File: config.mk
export PLATFORM = sky130hd
export DESIGN_NAME = usc_top
export DESIGN_NICKNAME = d
export VERILOG_FILES = /design/src/logic/usc_fifo.v /design/src/logic/usc_top.v
export VERILOG_INCLUDE_DIRS = /design/src /design/src/logic
export SDC_FILE = /design/constraint.sdc
export NUM_CORES = 1
export LEC_CHECK = 0
export BUFFER_PORTS_ARGS = -buffer_cell sky130_fd_sc_hd__buf_2
export CORE_ASPECT_RATIO = 0.7
export CORE_MARGIN = 4
export CORE_UTILIZATION = 59
export DETAILED_ROUTE_END_ITERATION = 7
export PLACE_DENSITY = 0.77
export SYNTH_ARGS = -nofsm -noshare
export SYNTH_HDL_FRONTEND = slang
export SYNTH_SLANG_ARGS = --single-unit
File: constraint.sdc
create_clock -name core_clk -period 3 [get_ports core_clk]
set_input_delay 0.15 -clock core_clk [delete_from_list [all_inputs] [get_ports core_clk]]
set_output_delay 0.15 -clock core_clk [all_outputs]
set_load 0.02 [all_outputs]
File: src/logic/usc_consts.vh
`ifndef USC_CONSTS_VH
`define USC_CONSTS_VH
`define USC_FRAME_CONFIG_OFS   4'h0
`define USC_BIT_TX_EDGE        6
`define USC_BIT_RX_EDGE        5
`define USC_BIT_EXT_CLK        4
`define USC_BIT_DATA_SIZE      3
`define USC_BIT_STOP           2
`define USC_BIT_PAR_TYPE       1
`define USC_BIT_PAR_EN         0
`define USC_TX_CNT_8           4'h9
`define USC_TX_CNT_7           4'h8
`define USC_CFG_WMASK          8'h7F
`define USC_CFG_RESET          8'h00
`define USC_FIFO_WIDTH         8
`define USC_FIFO_DEPTH         16
`define USC_FIFO_AW            4
`endif

File: src/logic/usc_fifo.v
`default_nettype none
module usc_fifo #(
   parameter WIDTH = 8,
   parameter DEPTH = 16,
   parameter AW    = 4
) (
   input  wire             core_clk,
   input  wire             nrst,
   input  wire [WIDTH-1:0] in_data,
   input  wire             in_valid,
   output wire             in_ready,
   output reg  [WIDTH-1:0] out_data,
   output wire             out_valid,
   input  wire             out_ready
);
   reg [WIDTH-1:0] mem [0:DEPTH-1];
   reg [AW:0]      wr_ptr;
   reg [AW:0]      rd_ptr;
   wire            full;
   wire            empty;
   wire            push;
   wire            pop;

   assign full      = (wr_ptr[AW-1:0] == rd_ptr[AW-1:0]) && (wr_ptr[AW] != rd_ptr[AW]);
   assign empty     = (wr_ptr == rd_ptr);
   assign in_ready  = !full;
   assign out_valid = !empty;
   assign push      = in_valid && !full;
   assign pop       = out_ready && !empty;

   always @*
   begin
      out_data = mem[rd_ptr[AW-1:0]];
   end

   always @(posedge core_clk)
   begin
      if (push)
      begin
         mem[wr_ptr[AW-1:0]] <= in_data;
      end
   end

   always @(posedge core_clk or negedge nrst)
   begin
      if (!nrst)
      begin
         wr_ptr <= {(AW+1){1'b0}};
         rd_ptr <= {(AW+1){1'b0}};
      end
      else
      begin
         if (push)
            wr_ptr <= wr_ptr + 1'b1;
         if (pop)
            rd_ptr <= rd_ptr + 1'b1;
      end
   end
endmodule // usc_fifo
`default_nettype wire

File: src/logic/usc_top.v
`include "usc_consts.vh"
`default_nettype none
module usc_top (
   input  wire       core_clk,
   input  wire       nrst,
   input  wire [3:0] reg_addr,
   input  wire       reg_wr,
   input  wire       reg_rd,
   input  wire [7:0] reg_wdata,
   output reg  [7:0] reg_rdata,
   input  wire       receiver_enable,
   input  wire       transmitter_enable,
   input  wire       baud_tick,
   input  wire       dpll_sample,
   input  wire       ext_clk_pin,
   input  wire       rx_pin,
   output reg        tx_pin,
   input  wire [7:0] tx_data,
   input  wire       tx_valid,
   output wire       tx_ready,
   output wire [7:0] rx_data,
   output wire       rx_valid,
   input  wire       rx_ready,
   output wire       ext_sample_clock_enable,
   output wire       data_size_select,
   output wire       stop_bit_select,
   output wire       parity_type_select,
   output wire       parity_enable,
   output wire       tx_bit_strobe,
   output wire       rx_bit_strobe,
   output reg        rx_bit
);
   // ----------------------------------------
   // Frame config register
   // ----------------------------------------
   reg  [6:0] uart_frame_config;
   reg  [6:0] next_cfg;
   wire       cfg_sel;
   wire       uart_idle;
   wire       tx_edge_select;
   wire       rx_edge_select;

   assign cfg_sel   = (reg_addr == `USC_FRAME_CONFIG_OFS);
   assign uart_idle = !receiver_enable && !transmitter_enable;

   always @*
   begin
      next_cfg = uart_frame_config;
      if (reg_wr && cfg_sel && uart_idle)
      begin
         next_cfg = reg_wdata[6:0];
      end
   end

   always @(posedge core_clk or negedge nrst)
   begin
      if (!nrst)
         uart_frame_config <= 7'h00;
      else
         uart_frame_config <= next_cfg;
   end

   always @*
   begin
      if (reg_rd && cfg_sel)
         reg_rdata = {1'b0, uart_frame_config};
      else
         reg_rdata = 8'h00;
   end

   assign tx_edge_select          = uart_frame_config[`USC_BIT_TX_EDGE];
   assign rx_edge_select          = uart_frame_config[`USC_BIT_RX_EDGE];
   assign ext_sample_clock_enable = uart_frame_config[`USC_BIT_EXT_CLK];
   assign data_size_select        = uart_frame_config[`USC_BIT_DATA_SIZE];
   assign stop_bit_select         = uart_frame_config[`USC_BIT_STOP];
   assign parity_type_select      = uart_frame_config[`USC_BIT_PAR_TYPE];
   assign parity_enable           = uart_frame_config[`USC_BIT_PAR_EN];

   // ----------------------------------------
   // Pin synchronisers and edge detect
   // ----------------------------------------
   reg  clk_s1;
   reg  clk_s2;
   reg  clk_s3;
   reg  rx_s1;
   reg  rx_s2;
   wire rise;
   wire fall;

   always @(posedge core_clk or negedge nrst)
   begin
      if (!nrst)
      begin
         clk_s1 <= 1'b0;
         clk_s2 <= 1'b0;
         clk_s3 <= 1'b0;
         rx_s1  <= 1'b1;
         rx_s2  <= 1'b1;
      end
      else
      begin
         clk_s1 <= ext_clk_pin;
         clk_s2 <= clk_s1;
         clk_s3 <= clk_s2;
         rx_s1  <= rx_pin;
         rx_s2  <= rx_s1;
      end
   end

   assign rise = clk_s2 && !clk_s3;
   assign fall = !clk_s2 && clk_s3;

   // ----------------------------------------
   // Bit timing select
   // ----------------------------------------
   wire ext_rx_edge;
   wire ext_tx_edge;

   assign ext_rx_edge = rx_edge_select ? fall : rise;
   assign ext_tx_edge = tx_edge_select ? fall : rise;
   assign rx_bit_strobe = ext_sample_clock_enable ? (ext_rx_edge && receiver_enable)
                                                  : (dpll_sample && receiver_enable);
   assign tx_bit_strobe = ext_sample_clock_enable ? (ext_tx_edge && transmitter_enable)
                                                  : (baud_tick && transmitter_enable);

   always @(posedge core_clk or negedge nrst)
   begin
      if (!nrst)
         rx_bit <= 1'b1;
      else if (rx_bit_strobe)
         rx_bit <= rx_s2;
   end

   // ----------------------------------------
   // Transmit path through FIFO
   // ----------------------------------------
   wire [7:0] fifo_data;
   wire       fifo_valid;
   reg  [3:0] tx_cnt;
   reg  [8:0] tx_shift;
   reg        next_tx_pin;
   reg  [3:0] next_tx_cnt;
   reg  [8:0] next_tx_shift;
   wire       tx_busy;
   wire       load;

   usc_fifo #(
      .WIDTH (`USC_FIFO_WIDTH),
      .DEPTH (`USC_FIFO_DEPTH),
      .AW    (`USC_FIFO_AW)
   ) u_txq (
      .core_clk  (core_clk),
      .nrst      (nrst),
      .in_data   (tx_data),
      .in_valid  (tx_valid),
      .in_ready  (tx_ready),
      .out_data  (fifo_data),
      .out_valid (fifo_valid),
      .out_ready (load)
   );

   assign tx_busy = (tx_cnt != 4'h0);
   assign load    = tx_bit_strobe && !tx_busy && fifo_valid;

   always @*
   begin
      next_tx_pin   = tx_pin;
      next_tx_cnt   = tx_cnt;
      next_tx_shift = tx_shift;
      if (load)
      begin
         next_tx_pin   = 1'b0;
         next_tx_shift = data_size_select ? {1'b1, fifo_data} : {2'b11, fifo_data[6:0]};
         next_tx_cnt   = data_size_select ? `USC_TX_CNT_8 : `USC_TX_CNT_7;
      end
      else if (tx_bit_strobe && tx_busy)
      begin
         next_tx_pin   = tx_shift[0];
         next_tx_shift = {1'b1, tx_shift[8:1]};
         next_tx_cnt   = tx_cnt - 4'h1;
      end
   end

   always @(posedge core_clk or negedge nrst)
   begin
      if (!nrst)
      begin
         tx_pin   <= 1'b1;
         tx_cnt   <= 4'h0;
         tx_shift <= 9'h1FF;
      end
      else
      begin
         tx_pin   <= next_tx_pin;
         tx_cnt   <= next_tx_cnt;
         tx_shift <= next_tx_shift;
      end
   end

   // ----------------------------------------
   // Receive path handed on
   // ----------------------------------------
   assign rx_data  = 8'h00;
   assign rx_valid = 1'b0;
endmodule // usc_top
`default_nettype wire

## Yosys cells after proc, flatten, opt, wreduce, memory -nomap -nowiden

Memories as Yosys holds them, arrays and structs flattened.
Index checks and enable logic that the tools add are counted.

| word-level totals | value |
|---|---|
| output and inout bits | 27 |
| memories kept | 1 |
| input bits | 32 |
| logic and storage cells | 60 |
| register bits after elaboration | 37 |
| RAM bits | 128 |

| operators by class | value |
|---|---|
| reductions and logical operators | 26 |
| eq/ne operators | 3 |
| multiplexer cells | 15 |
| add/sub/neg operators | 3 |

Memories:

| memory | depth | width | rd ports | clocked after Yosys merged registers in | wr ports | line | source |
|---|---|---|---|---|---|---|---|
| u_txq.mem | 16 | 8 | 1 | 0 | 1 | usc_fifo.v:16 | `reg [WIDTH-1:0] mem [0:DEPTH-1];` |

Operators by type and width:

| operator | count |
|---|---|
| two-way mux 9 bit | 2 |
| logical AND 1 bit | 16 |
| adder 5 x 1 -> 5 bit, second input constant | 2 |
| two-way mux 1 bit | 9 |
| two-way mux 4 bit | 2 |
| two-way mux 8 bit | 1 |
| zero test 1 bit | 7 |
| two-way mux 7 bit | 1 |
| == test 5 bit | 1 |
| == test 4 bit | 1 |
| zero test 4 bit | 1 |
| nonzero test 4 bit | 1 |
| subtractor 4 x 1 -> 4 bit, second input constant | 1 |
| nonzero test 2 bit | 1 |
| != test 1 bit | 1 |

## Logic depth before layout (Yosys ltp)

| logic depth | value |
|---|---|
| word-level depth | 8 |
| mapped depth | 9 |
| gate-level depth less buffers | 7 |

## Cells and area by module

From an unflattened synthesis, not the netlist that was laid out.

| second synthesis, totals | value |
|---|---|
| cells, all modules | 391 |
| area, all modules | 6947.9 um^2 |

Modules (own cells, without submodules):

| module | sequential area each (um^2) | area an instance (um^2) | instances | cells an instance |
|---|---|---|---|---|
| usc_fifo | 4093.9 | 5594.1 | 1 | 284 |
| usc_top | 665.6 | 1353.8 | 1 | 107 |

## Worst setup path after synthesis

No wires, ideal clock.

| timing path | value |
|---|---|
| path type | reg-to-reg |
| start point | register u_txq.rd_ptr[0] |
| end point | memory u_txq.mem[3][0] (enable) |
| path buffers | 1 |
| required time | 2.617 ns |
| arrival | 1.968 ns |
| library setup time | 0.383 ns |
| stages on the path, launching flop included | 7 |
| setup slack | 0.649 ns |
| period minus slack after synthesis | 2.351 ns |
| path through | dfrtp_1 > buf_2 > xor2_1 > nor4_4 > a21boi_2 > nand2_1 > nor3_1 |

| on the way | value |
|---|---|
| longest elaborated chain between the ends | 6 |

Ends and longest elaborated chain:

| what | line | source |
|---|---|---|
| start, declared | usc_fifo.v:18 | `reg [AW:0] rd_ptr;` |
| start signal, assigned | usc_fifo.v:49 | `rd_ptr <= {(AW+1){1'b0}};` |
| start signal, assigned | usc_fifo.v:56 | `rd_ptr <= rd_ptr + 1'b1;` |
| == test 4 bit | usc_fifo.v:24 | `assign full = (wr_ptr[AW-1:0] == rd_ptr[AW-1:0]) && (wr_ptr[AW] != rd_ptr[AW]);` |
| logical AND 1 bit | usc_fifo.v:24 |  |
| zero test 1 bit | usc_fifo.v:28 | `assign push = in_valid && !full;` |
| logical AND 1 bit | usc_fifo.v:28 |  |
| two-way mux 1 bit | usc_fifo.v:38 | `if (push)` |
| two-way mux 1 bit (not written as such) | usc_fifo.v:40 | `mem[wr_ptr[AW-1:0]] <= in_data;` |
| end, declared | usc_fifo.v:16 |  |

No other way between the ends.

## Worst setup path in the final report

| timing path | value |
|---|---|
| start point | register tx_cnt[0] |
| end point | register tx_shift[7] |

| on the way | value |
|---|---|
| longest elaborated chain between the ends | 5 |
| elaborated cells between the ends (all ways) | 7 |
| those cells by class | mux (1); reduce/logical (6) |

Ends and longest elaborated chain:

| what | line | source |
|---|---|---|
| start, declared | usc_top.v:139 | `reg [3:0] tx_cnt;` |
| start signal, assigned | usc_top.v:195 | `tx_cnt <= next_tx_cnt;` |
| nonzero test 4 bit * | usc_top.v:162 | `assign tx_busy = (tx_cnt != 4'h0);` |
| zero test 1 bit | usc_top.v:163 | `assign load = tx_bit_strobe && !tx_busy && fifo_valid;` |
| logical AND 1 bit (2 in series) | usc_top.v:163 |  |
| two-way mux 9 bit or nonzero test 2 bit (tied branches) | - |  |
| end signal, assigned | usc_top.v:196 | `tx_shift <= next_tx_shift;` |
| end, declared | usc_top.v:140 | `reg [8:0] tx_shift;` |

Every way passes the cells marked *; elsewhere a longest branch is shown, timed or not.
A chain may end at the register's enable or synchronous reset.

==> impl_metrics.env <==
export IMPL_power_density_nw_per_um2=869
export IMPL_status="finished clean"
export IMPL_cts_tree="yes"
export IMPL_yosys_cell_types_count=48
export IMPL_htree_num_levels=4
export IMPL_route_detailed_drc=0
export IMPL_routedWlPerCell_um=22.1
export IMPL_drtPass1Iterations=5
export IMPL_synth_top_family_by_area="multiplexers"
export IMPL_grt_max_degree=37
export IMPL_finClkSkew_ns=0.00657
export IMPL_clockBufferDepth=2
export IMPL_r2r_end="tx_shift[7]"
export IMPL_whs_path_depth=1
export IMPL_use_met3=0.0626
export IMPL_crit_slowest_cell="or3b_1"
export IMPL_regArea_um2=4760
export IMPL_hp_class="primary input to flip-flop"
export IMPL_num_fill_cells=714
export IMPL_clk_latency_ns=0.42
export IMPL_synth_compound_area_frac=0.0454
export IMPL_busiest_layer="met1"
export IMPL_grt_overflow=0
export IMPL_reg2regPathDepth=8
export IMPL_path_clk_slew_ns=0.06
export IMPL_fin_crit_sh=0.769
export IMPL_hold_end="u_txq.mem[3][3]"
export IMPL_final_setup_viol_count=0
export IMPL_path_buf_inv=2
export IMPL_via_per_inst=5.83
export IMPL_synthSimpleGateAreaFrac=0.0639
export IMPL_syn_area_per_cell_um2=17.7
export IMPL_crit_path_cell_trace="inv_1 -> ha_1 -> or3b_1 -> nor2_1 -> a21boi_4 -> buf_4 -> nand3_1 -> o22a_1"
export IMPL_clock_root_buffer="clkbuf_16"
export IMPL_crit_path_end_kind="flip-flop"
export IMPL_cts_buffers=17
export IMPL_r2r_start="tx_cnt[0]"
export IMPL_ys_seq_area_frac=0.704
export IMPL_antenna_left=0
export IMPL_ir_drop_mv=0.520
export IMPL_post_route_min_period_ns=2.31
export IMPL_rows=32
export IMPL_vias=3624
export IMPL_fin_hold_ws_ns=0.122
export IMPL_synthAdderAreaFrac=0.0111
export IMPL_synth_mux_area_frac=0.126
export IMPL_clock_sink_count=164
export IMPL_slowest_delay_ns=0.55
export IMPL_chipWidth_um=136
export IMPL_ys_ff_latch=164
export IMPL_synth_edff_count=128
export IMPL_final_setup_tns_ns=0
export IMPL_ys_warn_count=0
export IMPL_track_usage=0.223
export IMPL_critPathLaunch="tx_cnt[0]"
export IMPL_synth_xor_area_frac=0.0193
export IMPL_dp_hpwl_um=8790
export IMPL_start_util=0.609
export IMPL_die_area_um2=13300
export IMPL_drive_gt1_frac=0.350
export IMPL_synthCells=381
export IMPL_tightest_slew_ns=0.826
export IMPL_grt_use_met2=0.329
export IMPL_core_um2=11100
export IMPL_drtIter0Drc=447
export IMPL_worstPathMaxFanout=21
export IMPL_antenna_found_initial=0
export IMPL_cp_data_arrival_time_ns=2.66
export IMPL_die_h_um=97.5
export IMPL_first_global_vias=3668
export IMPL_diodes=0
export IMPL_multi_input_area_um2=1830
export IMPL_ff2ff_setup_slack_ns=0.69
export IMPL_area_delta_synth_final_pct=16.1
export IMPL_postCtsSetupBuffers=0
export IMPL_timing_slew_headroom=0.449
export IMPL_grt_first_pass_wirelength_um=21200
export IMPL_max_freq_mhz=433
export IMPL_io_buffers=46
export IMPL_fin_nets=494
export IMPL_timing_max_cap_violations=0
export IMPL_gp_congestion=0.791
export IMPL_critical_path_top_delay_family="simple AND/OR/NAND/NOR gates"
export IMPL_io_pins=59
export IMPL_globalRouteMet1Util=0.336
export IMPL_critPathLaunchType="flip-flop"
export IMPL_rsz0062_at_grt="false"
export IMPL_synth_flop_cell="edfxtp_1"
export IMPL_worstSetupPathType="flip-flop to flip-flop"
export IMPL_cellLeakagePower_uw=0.00290
export IMPL_async_reset_ff_frac=0.220
export IMPL_routed_wl_um=13700
export IMPL_drv_slew=0
export IMPL_hold_viol_final=0
export IMPL_critical_path_required_ns=3.35
export IMPL_synth_area_um2=6760
export IMPL_min_from="tx_data[3]"
==> registers in the layout (all words and copies together), names as in the netlist <==
register           cells
u_txq.mem            128
tx_shift               8
uart_frame_config      7
u_txq.rd_ptr           5
u_txq.wr_ptr           5
tx_cnt                 4
clk_s1                 1
clk_s2                 1
clk_s3                 1
rx_bit                 1
rx_s1                  1
rx_s2                  1
tx_pin                 1
==> power by group <==
part,internal (µW),switching [µW]
sequential,2820,206
clock,1150,892
combinational,784,974
total,4750,2070
==> metal layers <==
metal  up-vias  part of all wire
met1      1873              0.43
met3         9             0.076
met5         -                 0
met4         0            0.0082
li1       1613                 -
met2       129              0.48
==> per-stage QoR <==
| step | worst slack [ns] | area [µm²] | total power, µW | utilization | std cells |
|---|---|---|---|---|---|
| floorplan | 0.649 | 6790 | 4340 | - | 390 |
| global placement | 0.768 | 7180 | 4720 | 0.648 | 580 |
| detailed placement | 0.742 | 7180 | 4800 | 0.648 | 580 |
| CTS | 0.712 | 7840 | 6850 | 0.707 | 622 |
| global route | 0.534 | 7840 | 7140 | 0.707 | 622 |
| finish | 0.692 | 7840 | 6820 | 0.707 | 622 |
==> cells in the final DEF (no fill, tap or decap), types with 10 or more instances in the layout <==
| cell type | count |
|---|---|
| dfrtp_1 | 23 |
| edfxtp_1 | 128 |
| a21oi_1 | 18 |
| nand2_1 | 15 |
| dfstp_2 | 12 |
| a22oi_1 | 14 |
| conb_1 | 10 |
| buf_2 | 46 |
| dlygate4sd3_1 | 10 |
| clkbuf_16 | 18 |
| buf_4 | 20 |
| mux4_2 | 33 |
| nor2_1 | 20 |
==> Yosys cell counts, drive strengths merged, types with 2 or more instances <==
master | instances | area share
edfxtp | 128 | 0.57
mux4 | 33 | 0.11
dfrtp | 24 | 0.089
buf | 23 | 0.023
nor2 | 20 | 0.011
a21oi | 18 | 0.013
nand2 | 16 | 0.0093
a22oi | 14 | 0.016
dfstp | 12 | 0.047
mux2 | 9 | 0.016
and3 | 8 | 0.0074
xnor2 | 8 | 0.011
nand3 | 7 | 0.0067
clkbuf | 6 | 0.0035
ha | 6 | 0.011
inv | 6 | 0.0033
xor2 | 6 | 0.0078
nor3 | 5 | 0.0037
nand2b | 4 | 0.0037
o21ai | 4 | 0.0030
nand4 | 3 | 0.0050
or3b | 3 | 0.0043
a21boi | 2 | 0.0044
and2 | 2 | 0.0019
nand3b | 2 | 0.0022
nor2b | 2 | 0.0019
nor4 | 2 | 0.0050
o211ai | 2 | 0.0022
==> final cells by class <==
class	instances	area share
Clock inverter	12	0.0116
Tap cell	153	0.0244
Clock buffer	20	0.0597
Inverter	6	0.00287
Timing Repair Buffer	76	0.0613
Multi-Input combinational cell	191	0.233
Sequential cell	164	0.607
==> worst max path at each step <==
stage,end,slack [ns],cells past startpoint
after floorplan,u_txq.mem[3][0],0.65,6
after global routing,tx_shift[7],0.53,8
after detailed placement,u_txq.mem[12][6],0.74,6
after CTS,tx_shift[7],0.71,8
after global placement,u_txq.mem[12][4],0.77,6
final,tx_shift[7],0.69,8
==> worst register-to-register path, stage by stage (launching register included) <==
cell and delay, ns:
dfrtp_1 0.36, inv_1 0.08, ha_1 0.22, or3b_1 0.55, nor2_1 0.16, a21boi_4 0.25
buf_4 0.28, nand3_1 0.13, o22a_1 0.21
==> repair_timing <==
action	4_1_cts	5_1_grt
gates resized for setup	0	0
hold buffers	10	0
endpoints found under the hold margin	33	0
==> cells by family (layout without fill, tap and decap cells) <==
logic type,after synthesis,in the layout
buffers and inverters,35,114
and+or+nand+nor,75,75
AOI/OAI and AO/OA,44,44
xor gates and xnor gates,14,14
adders and majority gates,6,6
DFF,164,164
muxes,42,42
other,1,10
Power figures use the tool's default switching activity.
